$ cat src/two_dof_map.svh
// Register offsets, field positions, reset values and limits of the
// two-degree-of-freedom position filter block. Definitions only.
`ifndef TWO_DOF_MAP_SVH
`define TWO_DOF_MAP_SVH
`define OFF_EXPANSION_CFG2   8'h00
`define OFF_SMOOTHING_TIME   8'h04
`define OFF_ADJUST_TIME      8'h08
`define OFF_DAMPING_SELECT   8'h0C
`define OFF_FRICTION_GAIN    8'h10
`define OFF_CONTROL          8'h14
`define OFF_STATUS           8'h18
`define OFF_VELOCITY         8'h1C
`define OFF_TORQUE_OUT       8'h20
`define BIT_TWO_DOF_EN       0
`define BIT_TUNE_SYNC        3
`define BIT_SERVO_ON         0
`define BIT_POS_MODE         1
`define BIT_SEMI_CLOSED      2
`define BIT_POWER_RESET      3
`define RST_CFG2             16'h0000
`define RST_SMOOTHING        16'h0000
`define RST_ADJUST           16'h0000
`define RST_DAMPING          16'h0000
`define RST_GAIN             16'h0000
`define SMOOTHING_MAX        16'h2710
`define SMOOTHING_APPLIED    16'h07D0
`define ADJUST_MAX           16'h07D0
`define DAMPING_MAX          16'h0063
`define GAIN_MAX             16'h2710
`define CTRL_PERIOD_NS       100000
`define CLK_PERIOD_NS        25
`define CTRL_CYCLES          (`CTRL_PERIOD_NS / `CLK_PERIOD_NS)
`endif

$ cat src/two_dof_pkg.sv
// Types shared by the two-degree-of-freedom filter block.
// Assumes the constants header is compiled alongside.
package two_dof_pkg;
   typedef enum logic [2:0] {
      ST_IDLE  = 3'b001,
      ST_CMD   = 3'b010,
      ST_ADJ   = 3'b100
   } upd_state_t;
   typedef logic [15:0] word16_t;
endpackage

$ cat src/filter_stage.sv
// One command-shaping stage: first or second order low-pass.
// Assumes one step pulse per control cycle from the parent.
`timescale 1ns/1ps
`default_nettype none
module filter_stage #(
   parameter int W = 24
) (
   input  wire logic                ref_clk_in,
   input  wire logic                rst_n_in,
   input  wire logic                step_in,
   input  wire logic                second_in,
   input  wire logic [3:0]          zeta_code_in,
   input  wire logic [15:0]         tc_in,
   input  wire logic signed [W-1:0] x_in,
   output logic signed [W-1:0]      y_out
);
   logic signed [W-1:0] y_r;
   logic signed [W-1:0] v_r;
   logic signed [W+17:0] err;
   logic signed [W+17:0] dy;
   logic [4:0] sh;
   logic [2:0] dsh;

   // Shift approximating the time constant in control cycles
   function automatic logic [4:0] tc_shift(input logic [15:0] tc);
      logic [4:0] s;
      s = 5'd0;
      for (int i = 0; i < 16; i++) begin
         if (tc[i]) begin
            s = 5'(i + 1);
         end
      end
      return s;
   endfunction

   always_comb begin
      sh = tc_shift(tc_in);
      // Higher damping code, weaker velocity feedback
      unique case (zeta_code_in)
         4'd5:    dsh = 3'd0;
         4'd6:    dsh = 3'd1;
         4'd7:    dsh = 3'd1;
         4'd8:    dsh = 3'd2;
         default: dsh = 3'd3;
      endcase
      err = (W+18)'(x_in) - (W+18)'(y_r);
      dy  = err >>> sh;
   end

   always_ff @(posedge ref_clk_in or negedge rst_n_in) begin
      if (!rst_n_in) begin
         y_r <= '0;
         v_r <= '0;
      end else if (step_in) begin
         if (!second_in || sh == 5'd0) begin
            y_r <= y_r + W'(dy);
            v_r <= '0;
         end else begin
            v_r <= v_r + W'(dy >>> sh) - (v_r >>> (sh + 5'(dsh)));
            y_r <= y_r + v_r;
         end
      end
   end

   assign y_out = y_r;
endmodule
`default_nettype wire

$ cat src/two_dof_position_filter_cfg.sv
// Two-degree-of-freedom position command shaping with AXI4-Lite registers.
// Assumes a 40 MHz clock; command and velocity come from same-domain logic.
//
// Decided for this implementation: the AXI4-Lite slave port and the register offsets.
`timescale 1ns/1ps
`default_nettype none
`include "two_dof_map.svh"
// How it works
// - Software sets enable, saves it, and requests power reset to activate.
// - Bit 0 of expansion config enables two-degree-of-freedom mode.
// - Bit 3 selects standard or synchronization auto-tuning type.
// - Tuning type counts only while the enable bit is one.
// - Command filter time constant comes from command smoothing setting.
// - Applied command time constant clamps at 2000; stored value kept.
// - Smaller time constant gives faster command response.
// - Adjust filter uses its own time constant, 0 to 2000.
// - Damping units digit for command filter, tens digit for adjust.
// - Digits 0 to 4 give a first-order filter.
// - Digits 5 to 9 give second order with falling damping.
// - Torque gets command velocity times friction gain added.
// - Mode engages only in semi-closed position control with servo on.
// - Standard and synchronization variants both supported in position mode.
module two_dof_position_filter_cfg
   import two_dof_pkg::*;
#(
   parameter int W          = 24,
   parameter int CTRL_COUNT = `CTRL_CYCLES
) (
   input  wire logic                ref_clk_in,
   input  wire logic                rst_n_in,
   input  wire logic [7:0]          s_axi_awaddr,
   input  wire logic                s_axi_awvalid,
   output logic                     s_axi_awready,
   input  wire logic [31:0]         s_axi_wdata,
   input  wire logic [3:0]          s_axi_wstrb,
   input  wire logic                s_axi_wvalid,
   output logic                     s_axi_wready,
   output logic [1:0]               s_axi_bresp,
   output logic                     s_axi_bvalid,
   input  wire logic                s_axi_bready,
   input  wire logic [7:0]          s_axi_araddr,
   input  wire logic                s_axi_arvalid,
   output logic                     s_axi_arready,
   output logic [31:0]              s_axi_rdata,
   output logic [1:0]               s_axi_rresp,
   output logic                     s_axi_rvalid,
   input  wire logic                s_axi_rready,
   input  wire logic signed [W-1:0] pos_cmd_in,
   input  wire logic signed [15:0]  cmd_velocity_in,
   input  wire logic signed [15:0]  torque_cmd_in,
   output logic signed [W-1:0]      pos_ref_out,
   output logic signed [15:0]       torque_cmd_out,
   output logic                     two_dof_active_out,
   output logic                     tune_sync_out
);
   import two_dof_pkg::*;

   word16_t cfg2_r, smooth_r, adjust_r, damp_r, gain_r;
   logic [3:0]  ctrl_r;
   logic        en_latched_r;
   logic        sync_latched_r;
   logic [7:0]  aw_addr_r;
   logic        aw_full_r, w_full_r;
   logic [31:0] w_data_r;
   logic [3:0]  w_strb_r;
   logic [15:0] cyc_cnt_r;
   logic        tick_r;
   upd_state_t  st_r;
   logic        step_cmd_r, step_adj_r;
   logic signed [W-1:0] cmd_y, adj_y;
   logic signed [15:0]  torque_r;
   logic signed [W-1:0] pos_ref_r;
   logic        active;
   logic [15:0] cmd_tc;
   logic [3:0]  dig_cmd, dig_adj;
   logic signed [33:0] fric;

   // Merge byte lanes into a 16-bit register
   function automatic word16_t wr16(input word16_t old,
                                    input logic [31:0] d,
                                    input logic [3:0] s);
      word16_t v;
      v = old;
      if (s[0]) v[7:0]  = d[7:0];
      if (s[1]) v[15:8] = d[15:8];
      return v;
   endfunction

   function automatic logic [3:0] units(input word16_t v);
      return 4'(v % 16'd10);
   endfunction

   function automatic logic [3:0] tens(input word16_t v);
      return 4'((v / 16'd10) % 16'd10);
   endfunction

   // AXI write channels: accept address and data in either order
   always_ff @(posedge ref_clk_in or negedge rst_n_in) begin
      if (!rst_n_in) begin
         aw_full_r <= 1'b0;
         w_full_r  <= 1'b0;
         aw_addr_r <= 8'h00;
         w_data_r  <= 32'h0000_0000;
         w_strb_r  <= 4'h0;
      end else begin
         if (s_axi_awvalid && s_axi_awready) begin
            aw_full_r <= 1'b1;
            aw_addr_r <= s_axi_awaddr;
         end else if (aw_full_r && w_full_r) begin
            aw_full_r <= 1'b0;
         end
         if (s_axi_wvalid && s_axi_wready) begin
            w_full_r <= 1'b1;
            w_data_r <= s_axi_wdata;
            w_strb_r <= s_axi_wstrb;
         end else if (aw_full_r && w_full_r) begin
            w_full_r <= 1'b0;
         end
      end
   end

   always_ff @(posedge ref_clk_in or negedge rst_n_in) begin
      if (!rst_n_in) begin
         s_axi_awready <= 1'b0;
         s_axi_wready  <= 1'b0;
      end else begin
         s_axi_awready <= !aw_full_r && !(s_axi_awvalid && s_axi_awready)
                          && !s_axi_bvalid;
         s_axi_wready  <= !w_full_r && !(s_axi_wvalid && s_axi_wready)
                          && !s_axi_bvalid;
      end
   end

   // Register writes; values above range are saturated at the documented top
   always_ff @(posedge ref_clk_in or negedge rst_n_in) begin
      if (!rst_n_in) begin
         cfg2_r      <= `RST_CFG2;
         smooth_r    <= `RST_SMOOTHING;
         adjust_r    <= `RST_ADJUST;
         damp_r      <= `RST_DAMPING;
         gain_r      <= `RST_GAIN;
         ctrl_r      <= 4'h0;
         s_axi_bvalid <= 1'b0;
         s_axi_bresp  <= 2'b00;
      end else begin
         ctrl_r[`BIT_POWER_RESET] <= 1'b0;
         if (aw_full_r && w_full_r) begin
            s_axi_bvalid <= 1'b1;
            s_axi_bresp  <= 2'b00;
            unique case (aw_addr_r & 8'hFC)
               `OFF_EXPANSION_CFG2:
                  cfg2_r <= wr16(cfg2_r, w_data_r, w_strb_r);
               `OFF_SMOOTHING_TIME: begin
                  smooth_r <= wr16(smooth_r, w_data_r, w_strb_r);
                  if (wr16(smooth_r, w_data_r, w_strb_r) > `SMOOTHING_MAX)
                     smooth_r <= `SMOOTHING_MAX;
               end
               `OFF_ADJUST_TIME: begin
                  adjust_r <= wr16(adjust_r, w_data_r, w_strb_r);
                  if (wr16(adjust_r, w_data_r, w_strb_r) > `ADJUST_MAX)
                     adjust_r <= `ADJUST_MAX;
               end
               `OFF_DAMPING_SELECT: begin
                  damp_r <= wr16(damp_r, w_data_r, w_strb_r);
                  if (wr16(damp_r, w_data_r, w_strb_r) > `DAMPING_MAX)
                     damp_r <= `DAMPING_MAX;
               end
               `OFF_FRICTION_GAIN: begin
                  gain_r <= wr16(gain_r, w_data_r, w_strb_r);
                  if (wr16(gain_r, w_data_r, w_strb_r) > `GAIN_MAX)
                     gain_r <= `GAIN_MAX;
               end
               `OFF_CONTROL:
                  if (w_strb_r[0]) begin
                     ctrl_r <= w_data_r[3:0];
                  end
               default:
                  s_axi_bresp <= 2'b10;
            endcase
         end else if (s_axi_bvalid && s_axi_bready) begin
            s_axi_bvalid <= 1'b0;
         end
      end
   end

   // Enable and tuning type only change at the control power reset request
   always_ff @(posedge ref_clk_in or negedge rst_n_in) begin
      if (!rst_n_in) begin
         en_latched_r   <= 1'b0;
         sync_latched_r <= 1'b0;
      end else if (ctrl_r[`BIT_POWER_RESET]) begin
         en_latched_r   <= cfg2_r[`BIT_TWO_DOF_EN];
         sync_latched_r <= cfg2_r[`BIT_TUNE_SYNC]
                           & cfg2_r[`BIT_TWO_DOF_EN];
      end
   end

   assign active = en_latched_r && ctrl_r[`BIT_SERVO_ON]
                   && ctrl_r[`BIT_POS_MODE]
                   && ctrl_r[`BIT_SEMI_CLOSED];

   // AXI read channel
   always_ff @(posedge ref_clk_in or negedge rst_n_in) begin
      if (!rst_n_in) begin
         s_axi_arready <= 1'b0;
         s_axi_rvalid  <= 1'b0;
         s_axi_rdata   <= 32'h0000_0000;
         s_axi_rresp   <= 2'b00;
      end else begin
         s_axi_arready <= !s_axi_rvalid && !(s_axi_arvalid && s_axi_arready);
         if (s_axi_arvalid && s_axi_arready) begin
            s_axi_rvalid <= 1'b1;
            s_axi_rresp  <= 2'b00;
            unique case (s_axi_araddr & 8'hFC)
               `OFF_EXPANSION_CFG2: s_axi_rdata <= {16'h0000, cfg2_r};
               `OFF_SMOOTHING_TIME: s_axi_rdata <= {16'h0000, smooth_r};
               `OFF_ADJUST_TIME:    s_axi_rdata <= {16'h0000, adjust_r};
               `OFF_DAMPING_SELECT: s_axi_rdata <= {16'h0000, damp_r};
               `OFF_FRICTION_GAIN:  s_axi_rdata <= {16'h0000, gain_r};
               `OFF_CONTROL:        s_axi_rdata <= {28'h000_0000, ctrl_r};
               `OFF_STATUS:
                  s_axi_rdata <= {16'h0000, cmd_tc[11:0],
                                  1'b0, sync_latched_r, active,
                                  en_latched_r};
               `OFF_VELOCITY:
                  s_axi_rdata <= 32'(signed'(cmd_velocity_in));
               `OFF_TORQUE_OUT:
                  s_axi_rdata <= 32'(signed'(torque_r));
               default: begin
                  s_axi_rdata <= 32'h0000_0000;
                  s_axi_rresp <= 2'b10;
               end
            endcase
         end else if (s_axi_rvalid && s_axi_rready) begin
            s_axi_rvalid <= 1'b0;
         end
      end
   end

   // Applied time constant capped; stored setting untouched
   assign cmd_tc  = (smooth_r > `SMOOTHING_APPLIED) ?
                    `SMOOTHING_APPLIED : smooth_r;
   assign dig_cmd = units(damp_r);
   assign dig_adj = tens(damp_r);

   // Control-cycle tick and the two-step update sequence
   always_ff @(posedge ref_clk_in or negedge rst_n_in) begin
      if (!rst_n_in) begin
         cyc_cnt_r <= 16'h0000;
         tick_r    <= 1'b0;
      end else if (cyc_cnt_r == 16'(CTRL_COUNT - 1)) begin
         cyc_cnt_r <= 16'h0000;
         tick_r    <= 1'b1;
      end else begin
         cyc_cnt_r <= cyc_cnt_r + 16'h0001;
         tick_r    <= 1'b0;
      end
   end

   always_ff @(posedge ref_clk_in or negedge rst_n_in) begin
      if (!rst_n_in) begin
         st_r       <= ST_IDLE;
         step_cmd_r <= 1'b0;
         step_adj_r <= 1'b0;
      end else begin
         step_cmd_r <= 1'b0;
         step_adj_r <= 1'b0;
         unique case (st_r)
            ST_IDLE: if (tick_r) begin
               st_r       <= ST_CMD;
               step_cmd_r <= 1'b1;
            end
            ST_CMD: begin
               st_r       <= ST_ADJ;
               step_adj_r <= 1'b1;
            end
            ST_ADJ: st_r <= ST_IDLE;
            default: st_r <= ST_IDLE;
         endcase
      end
   end

   // Command filter, then adjust filter in cascade
   filter_stage #(.W(W)) u_cmd_filter (
      .ref_clk_in   (ref_clk_in),
      .rst_n_in     (rst_n_in),
      .step_in      (step_cmd_r),
      .second_in    (dig_cmd >= 4'd5),
      .zeta_code_in (dig_cmd),
      .tc_in        (active ? cmd_tc : 16'h0000),
      .x_in         (pos_cmd_in),
      .y_out        (cmd_y)
   );

   filter_stage #(.W(W)) u_adj_filter (
      .ref_clk_in   (ref_clk_in),
      .rst_n_in     (rst_n_in),
      .step_in      (step_adj_r),
      .second_in    (dig_adj >= 4'd5),
      .zeta_code_in (dig_adj),
      .tc_in        (active ? adjust_r : 16'h0000),
      .x_in         (cmd_y),
      .y_out        (adj_y)
   );

   // Friction gain in 0.1 percent per 10000 r/min, velocity in r/min
   assign fric = (34'(signed'(cmd_velocity_in)) * 34'(signed'({1'b0, gain_r})))
                 / 34'sd10000000;

   always_ff @(posedge ref_clk_in or negedge rst_n_in) begin
      if (!rst_n_in) begin
         torque_r  <= 16'sh0000;
         pos_ref_r <= '0;
      end else if (step_adj_r) begin
         // Cascade output: the adjust stage lags the command stage one cycle
         pos_ref_r <= active ? adj_y : pos_cmd_in;
         torque_r  <= active ? 16'(torque_cmd_in + 16'(fric))
                             : torque_cmd_in;
      end
   end

   // Both tuning variants run the same position path here
   always_ff @(posedge ref_clk_in or negedge rst_n_in) begin
      if (!rst_n_in) begin
         two_dof_active_out <= 1'b0;
         tune_sync_out      <= 1'b0;
      end else begin
         two_dof_active_out <= active;
         tune_sync_out      <= sync_latched_r & active;
      end
   end

   assign pos_ref_out    = pos_ref_r;
   assign torque_cmd_out = torque_r;
endmodule
`default_nettype wire

$ cat config.mk
export PLATFORM = sky130hd
export DESIGN_NAME = two_dof_position_filter_cfg
export DESIGN_NICKNAME = d
export VERILOG_FILES = /design/src/two_dof_pkg.sv /design/src/filter_stage.sv /design/src/two_dof_position_filter_cfg.sv
export VERILOG_INCLUDE_DIRS = /design/src
export SDC_FILE = /design/constraint.sdc
export NUM_CORES = 2
export LEC_CHECK = 0
export BUFFER_PORTS_ARGS = -buffer_cell sky130_fd_sc_hd__clkbuf_2
export CAP_MARGIN = 0
export CORE_MARGIN = 4
export CORE_UTILIZATION = 40
export DETAILED_ROUTE_END_ITERATION = 10
export PLACE_DENSITY = 0.63
export SLEW_MARGIN = 5
export SYNTH_ARGS = -nofsm -noshare
export SYNTH_HDL_FRONTEND = slang
export SYNTH_SLANG_ARGS = --single-unit
$ cat constraint.sdc
create_clock -name ref_clk_in -period 26.3 [get_ports ref_clk_in]
set_clock_uncertainty 0.1 [all_clocks]
set_input_delay 5.26 -clock ref_clk_in [delete_from_list [all_inputs] [get_ports ref_clk_in]]
set_output_delay 5.26 -clock ref_clk_in [all_outputs]
set_load 0.1 [all_outputs]
-- Word level (Yosys, flattened, before mapping)
Cells that the tools add are included.
- word-level logic and storage cells: 230
- register bits after elaboration: 315
- memories kept: 0
- output and inout bits: 83
- RAM bits: 0
- input port bits: 115
- bits in read-only memories: 0
- latch bits: 0
- magnitude comparators: 7
- reductions and logical operators: 44
- bitwise operators: 2
- shift-type cells: 6
- equal/unequal tests: 25
- divide/modulo/power cells: 4
- mux-type cells: 91
- $mul: 1
- add/sub/neg operators: 14
- operator list (operator ; count):
    $pmux 32 s9 ; 1
    $mux 8 ; 24
    $mux 5 ; 30
    $add 24x24->24 ; 6
    $mux 16 ; 9
    $mux 24 ; 5
    $sshr 42x5->24 ; 2
    $sshr 42x5->42 ; 2
    $sub 24x24->25 ; 2
    $sshr 24x5->24 ; 2
    $sub 24x24->24 ; 2
    $eq 6x3->1 const B ; 6
    $div 34x25->34 const B ; 1
    $mul 16x17->33 ; 1
    $gt 16x11->1 const B ; 2
    $gt 16x14->1 const B ; 2
    $mod 16x4->16 const B ; 2
    $eq 4x3->1 const B ; 6
    $eq 6x2->1 const B ; 4
    $add 16x1->16 const B ; 1
    $add 16x16->16 ; 1
    $div 16x4->16 const B ; 1
    $eq 16x12->1 const B ; 1
    $gt 16x7->1 const B ; 1
    26 further kinds ; 80

-- Depth between registers and ports, before layout
- depth after elaboration: 25
- mapped depth: 93
- depth with buffers taken out: 80

-- By module
Synthesis repeated with hierarchy kept, for this count alone.
- cells, all modules: 6527
- area, all modules: 49814.0 um^2
- by module, submodules not included (module ; times used ; sequential area each (um^2) ; area each (um^2) ; cells each):
    two_dof_position_filter_cfg ; 1 ; 5006.1 ; 29189.2 ; 3629
    filter_stage ; 2 ; 1201.2 ; 10312.4 ; 1449

-- Worst setup path after synthesis
No wires, ideal clock.
- path type: input to register
- from: in cmd_velocity_in[9]
- to: reg torque_r[15], in the netlist torque_cmd_out[15]
- stages: 82
- data arrival time: 24.554 ns
- buffers on the path: 6
- setup slack: 1.520 ns
- data required time: 26.074 ns
- path through: clkbuf_1 > clkbuf_1 > nand2_1 > fa_1 > inv_1 > fa_1 > inv_1 > fa_1 > inv_1 > fa_1 > inv_1 > fa_1 > inv_1 > fa_1 > ha_1 > buf_2 > a211o_1 > or4_1 > [... 46 more ...] > a21o_1 > a21o_1 > a21o_1 > a21oi_1 > o21bai_1 > a21oi_1 > o21bai_1 > a21oi_1 > o21bai_1 > a21oi_1 > o21bai_1 > a21oi_1 > o21bai_1 > a21oi_1 > and3_1 > o21ai_1 > xnor2_1 > mux2_2
- longest elaborated chain between the ends: 4
- RTL lines (element ; RTL line ; text):
    start, declared ; two_dof_position_filter_cfg.sv:49 ; input wire logic signed [15:0] cmd_velocity_in,
    $mul 16x17->33 ; two_dof_position_filter_cfg.sv:307 ; assign fric = (34'(signed'(cmd_velocity_in)) * 34'(signed'({1'b0, gain_r})))
    $div 34x25->34 ; two_dof_position_filter_cfg.sv:308 ; / 34'sd10000000;
    $add 16x16->16 ; two_dof_position_filter_cfg.sv:317 ; torque_r <= active ? 16'(torque_cmd_in + 16'(fric))
    $mux 16 ; two_dof_position_filter_cfg.sv:317 ;
    end signal, assigned ; two_dof_position_filter_cfg.sv:317 ;
    end, declared ; two_dof_position_filter_cfg.sv:71 ; logic signed [15:0] torque_r;
Every way passes these cells.
A chain may end at the register's enable or synchronous reset.

-- Worst setup path after layout
- from: in cmd_velocity_in[4]
- to: reg torque_r[15], in the netlist torque_cmd_out[15]
The elaborated chain is that of the path after synthesis.

==> reports/qor.tcl <==
set qor(use_met2) 0.402
set qor(ctsHoldBuffers) 0
set qor(die_area_um2) 121000
set qor(fp.coreArea_um2) 115000
set qor(kind_of_end_point_of_the_critical_path) {flop}
set qor(grt_pass1_wl_um) 240000
set qor(setup.worst_path.start_class) {input pin}
set qor(grt.met3_usage) 0.0360
set qor(grt_use_total) 0.244
set qor(root_buffer_cell) {sky130_fd_sc_hd__clkbuf_16}
set qor(hold_class) {flop to flop}
set qor(worst-path-max-fanout) 11
set qor(vias_in_the_first_global_route) 43566
set qor(worstSetupPathDepth) 86
set qor(final.hold.worst_slack_ps) 376
set qor(via_count) 45264
set qor(wirelength_um) 152000
set qor(floorplan.io_pins) 198
set qor(die_x_um) 349
set qor(post_dp_cell_area_um2) 51100
set qor(slew-limit-headroom) 0.169
set qor(outcome) {finished clean}
set qor(synthDominantAreaCellType) {sky130_fd_sc_hd__dfrtp_1}
set qor(yosysWarningCount) 0
set qor(critical_path.startpoint) {cmd_velocity_in[4]}
set qor(buffer_ports.inserted) 173
set qor(cts_inserted_buffers) 40
set qor(timing.final.setup_violations) 0
set qor(synth_async_sr_flop_share) 1.00
set qor(vias_per_cell) 5.74
set qor(r2r_setup_slack_ps) 5020
set qor(setup_total_negative_slack_ps) 0
set qor(post-route-min-period_ps) 25250
set qor(timing.fmax_mhz) 39.6
set qor(edff_count_synth) 0
set qor(cts_tree) {built}
set qor(drt_first_iter_violations) 3751
set qor(share_of_the_yosys_chip_area_belonging_to_registers) 0.160
set qor(cp_data_arrival_time_ps) 25630
set qor(netlist_area_um2) 46400
set qor(finalHoldViolations) 0
set qor(synthesis.instances) 6024
set qor(finalCritPeriodShare) 0.960
set qor(regToRegEndpoint) {torque_cmd_out[15]}
set qor(antenna_left) 0
set qor(syn-mean-instance-area_um2) 7.70
set qor(path_class) {input pin to flop}
set qor(drt-pass1-iter-count) 7
set qor(cts.reportedPaths.clkPinSlew_ps) 60
set qor(r2r_cells) 84
set qor(grt.met1_usage) 0.331
set qor(drive_above_1_share) 0.149
set qor(cts.htree.levels) 2
set qor(synthDominantCellAreaShare) 0.159
set qor(synth_top_flop_cell) {sky130_fd_sc_hd__dfrtp_1}
set qor(cts_sinks) 296
set qor(design.final.nets) 6989
set qor(flow.area_growth_from_synthesis_pct) 13.6
set qor(largest_net_degree_at_the_start_of_global_routing) 103
set qor(fillCellCount) 11452
set qor(dpl.hpwl_um) 121000
set qor(ys_seq_elements) 296
set qor(routabilityCongestion) 0.965
set qor(crit_required_ps) 26680
set qor(yosys.cell_types.count) 134
set qor(cts_buffer_depth) 3
set qor(grt_antenna_before_repair) 11
set qor(start_util) 0.404
set qor(cpMostUsedCell) {sky130_fd_sc_hd__buf_4}
set qor(floorplan.die.height_um) 349
set qor(routed_wire_length_per_instance_um) 19.3
set qor(maxSlewViolCount) 0
set qor(max-cap-violations) 0
set qor(crit-reg2reg-launch) {gain_r[6]}
set qor(crit_path_max_incr_delay_ps) 550
set qor(crit_slowest_cell) {sky130_fd_sc_hd__fa_1}
set qor(rows) 124
set qor(capture_point_of_the_critical_path) {torque_cmd_out[15]}
set qor(postLayoutCellArea_um2) 52700
set qor(grt.overflow.total) 0
set qor(cp.buffers_inverters) 13
set qor(insertion_delay_ps) 600
set qor(grt_most_used_layer) {met2}
set qor(worst_path_dominant_cell_family) {compound AO/OA/AOI/OAI gates}
set qor(residual_drc) 0
set qor(worst-slew-pin-transition_ps) 1240
set qor(yosys-top-cells-area) {sky130_fd_sc_hd__dfrtp_1 16%, sky130_fd_sc_hd__fa_1 11%, sky130_fd_sc_hd__ha_1 7.7%}
==> sequential cells by signal, summed over array words and instances, names as in the netlist, 2 cells and up <==
register	flops
pos_ref_out	24
u_adj_filter.v_r	24
u_adj_filter.y_out	24
u_cmd_filter.v_r	24
u_cmd_filter.y_out	24
s_axi_rdata	17
adjust_r	16
cfg2_r	16
cyc_cnt_r	16
damp_r	16
gain_r	16
smooth_r	16
torque_cmd_out	16
w_data_r	16
aw_addr_r	6
ctrl_r	4
st_r	3
w_strb_r	2
==> placed cells by master (no fill, tap or decap), types with 143 or more instances in the layout <==
cell / n
sky130_fd_sc_hd__nand2_1: 769
sky130_fd_sc_hd__ha_1: 286
sky130_fd_sc_hd__inv_1: 577
sky130_fd_sc_hd__clkbuf_2: 170
sky130_fd_sc_hd__fa_1: 247
sky130_fd_sc_hd__buf_4: 438
sky130_fd_sc_hd__xnor2_1: 228
sky130_fd_sc_hd__dfrtp_1: 293
sky130_fd_sc_hd__and2_1: 143
sky130_fd_sc_hd__nor2_1: 466
sky130_fd_sc_hd__a21oi_1: 480
sky130_fd_sc_hd__mux2i_1: 193
sky130_fd_sc_hd__o21ai_0: 322
==> metal layers <==
| layer | share of wire | wire length (µm) |
|---|---|---|
| met3 | 0.071 | 10800 |
| met2 | 0.46 | 69700 |
| met5 | 0.000066 | 10 |
| met1 | 0.44 | 66400 |
| met4 | 0.033 | 5070 |
==> worst min-delay path by stage <==
stage / from / end / slack, ps / cells past startpoint
2_1_floorplan: st_r[1] / st_r[1] / 330 / 1
3_3_place_gp: s_axi_rvalid / s_axi_arready / 340 / 1
3_5_place_dp: st_r[1] / st_r[1] / 360 / 1
4_1_cts: cyc_cnt_r[4] / cyc_cnt_r[4] / 370 / 1
5_1_grt: s_axi_rdata[9] / s_axi_rdata[9] / 400 / 2
6_report: cyc_cnt_r[4] / cyc_cnt_r[4] / 380 / 1
==> Yosys cell counts (16+ instances only) <==
| cell | number |
|---|---|
| sky130_fd_sc_hd__fa_1 | 247 |
| sky130_fd_sc_hd__a21oi_1 | 487 |
| sky130_fd_sc_hd__nand2_1 | 770 |
| sky130_fd_sc_hd__o22a_1 | 19 |
| sky130_fd_sc_hd__nand3_1 | 127 |
| sky130_fd_sc_hd__mux2_2 | 74 |
| sky130_fd_sc_hd__dfrtp_1 | 295 |
| sky130_fd_sc_hd__a221oi_1 | 16 |
| sky130_fd_sc_hd__nand2b_1 | 45 |
| sky130_fd_sc_hd__o22ai_1 | 50 |
| sky130_fd_sc_hd__buf_1 | 41 |
| sky130_fd_sc_hd__mux2i_1 | 193 |
| sky130_fd_sc_hd__a22oi_1 | 39 |
| sky130_fd_sc_hd__o21ai_1 | 28 |
| sky130_fd_sc_hd__o31ai_1 | 26 |
| sky130_fd_sc_hd__o21ai_0 | 324 |
| sky130_fd_sc_hd__and3_1 | 43 |
| sky130_fd_sc_hd__ha_1 | 287 |
| sky130_fd_sc_hd__nand4_1 | 29 |
| sky130_fd_sc_hd__mux4_2 | 44 |
| sky130_fd_sc_hd__a22o_1 | 34 |
| sky130_fd_sc_hd__nor3_1 | 119 |
| sky130_fd_sc_hd__or3_1 | 35 |
| sky130_fd_sc_hd__a31oi_1 | 84 |
| sky130_fd_sc_hd__inv_1 | 577 |
| sky130_fd_sc_hd__o211ai_1 | 52 |
| sky130_fd_sc_hd__nor2b_1 | 36 |
| sky130_fd_sc_hd__nor4_1 | 28 |
| sky130_fd_sc_hd__xnor2_1 | 232 |
| sky130_fd_sc_hd__o21a_1 | 39 |
| sky130_fd_sc_hd__a21o_1 | 70 |
| sky130_fd_sc_hd__and2_1 | 143 |
| sky130_fd_sc_hd__buf_4 | 19 |
| sky130_fd_sc_hd__or2_2 | 22 |
| sky130_fd_sc_hd__xor2_1 | 97 |
| sky130_fd_sc_hd__o21bai_1 | 118 |
| sky130_fd_sc_hd__nor2_1 | 467 |
| sky130_fd_sc_hd__buf_2 | 22 |
| sky130_fd_sc_hd__a211oi_1 | 51 |
| sky130_fd_sc_hd__clkbuf_1 | 253 |
==> final cells by class <==
class | instances | area [µm²] | share of cell area
Timing Repair Buffer | 612 | 4180 | 0.0794
Multi-Input combinational cell | 4807 | 35700 | 0.677
Inverter | 583 | 2190 | 0.0416
Tap cell | 1512 | 1890 | 0.0359
Clock buffer | 48 | 1040 | 0.0197
Sequential cell | 296 | 7410 | 0.141
Antenna cell | 7 | 17.5 | 0.000332
Clock inverter | 20 | 302 | 0.00572
==> cells by family after synthesis <==
logic type,Yosys count,share of synthesized area
simple gates,1941,0.193
flops,296,0.160
mux,318,0.0830
fa+ha+maj,538,0.185
compound gates,1674,0.238
other cells,1,0.0000808
buf+inv,922,0.0774
xor+xnor,334,0.0639
==> timing repair <==
action | 4_1_cts | 5_1_grt
buffers inserted | 0 | 8
gates resized for setup | 0 | 36
setup endpoints to repair | 0 | 6
==> metrics by stage <==
stage / setup WS, ps / instances / utilization
after floorplan: 1520 / 6025 / -
after global placement: 242 / 7802 / 0.445
after detailed placement: -56.4 / 7802 / 0.445
after CTS: 521 / 7870 / 0.457
after global routing: -48.4 / 7880 / 0.459
final: 1050 / 7885 / 0.459
==> worst reg2reg max path: cells and delay by family, from the launching register on <==
kind | cells | cell delay (ps)
XOR/XNOR | 2 | 390
buffers and inverters | 12 | 1750
multiplexers | 3 | 940
AND/OR/NAND/NOR | 16 | 3440
AO/OA/AOI/OAI | 42 | 9440
flip-flops | 1 | 1010
adder cells (fa/ha/maj) | 9 | 4070
Power is not shown: default switching activity piles up to over one toggle a cycle in this logic, so the estimate is an artifact.
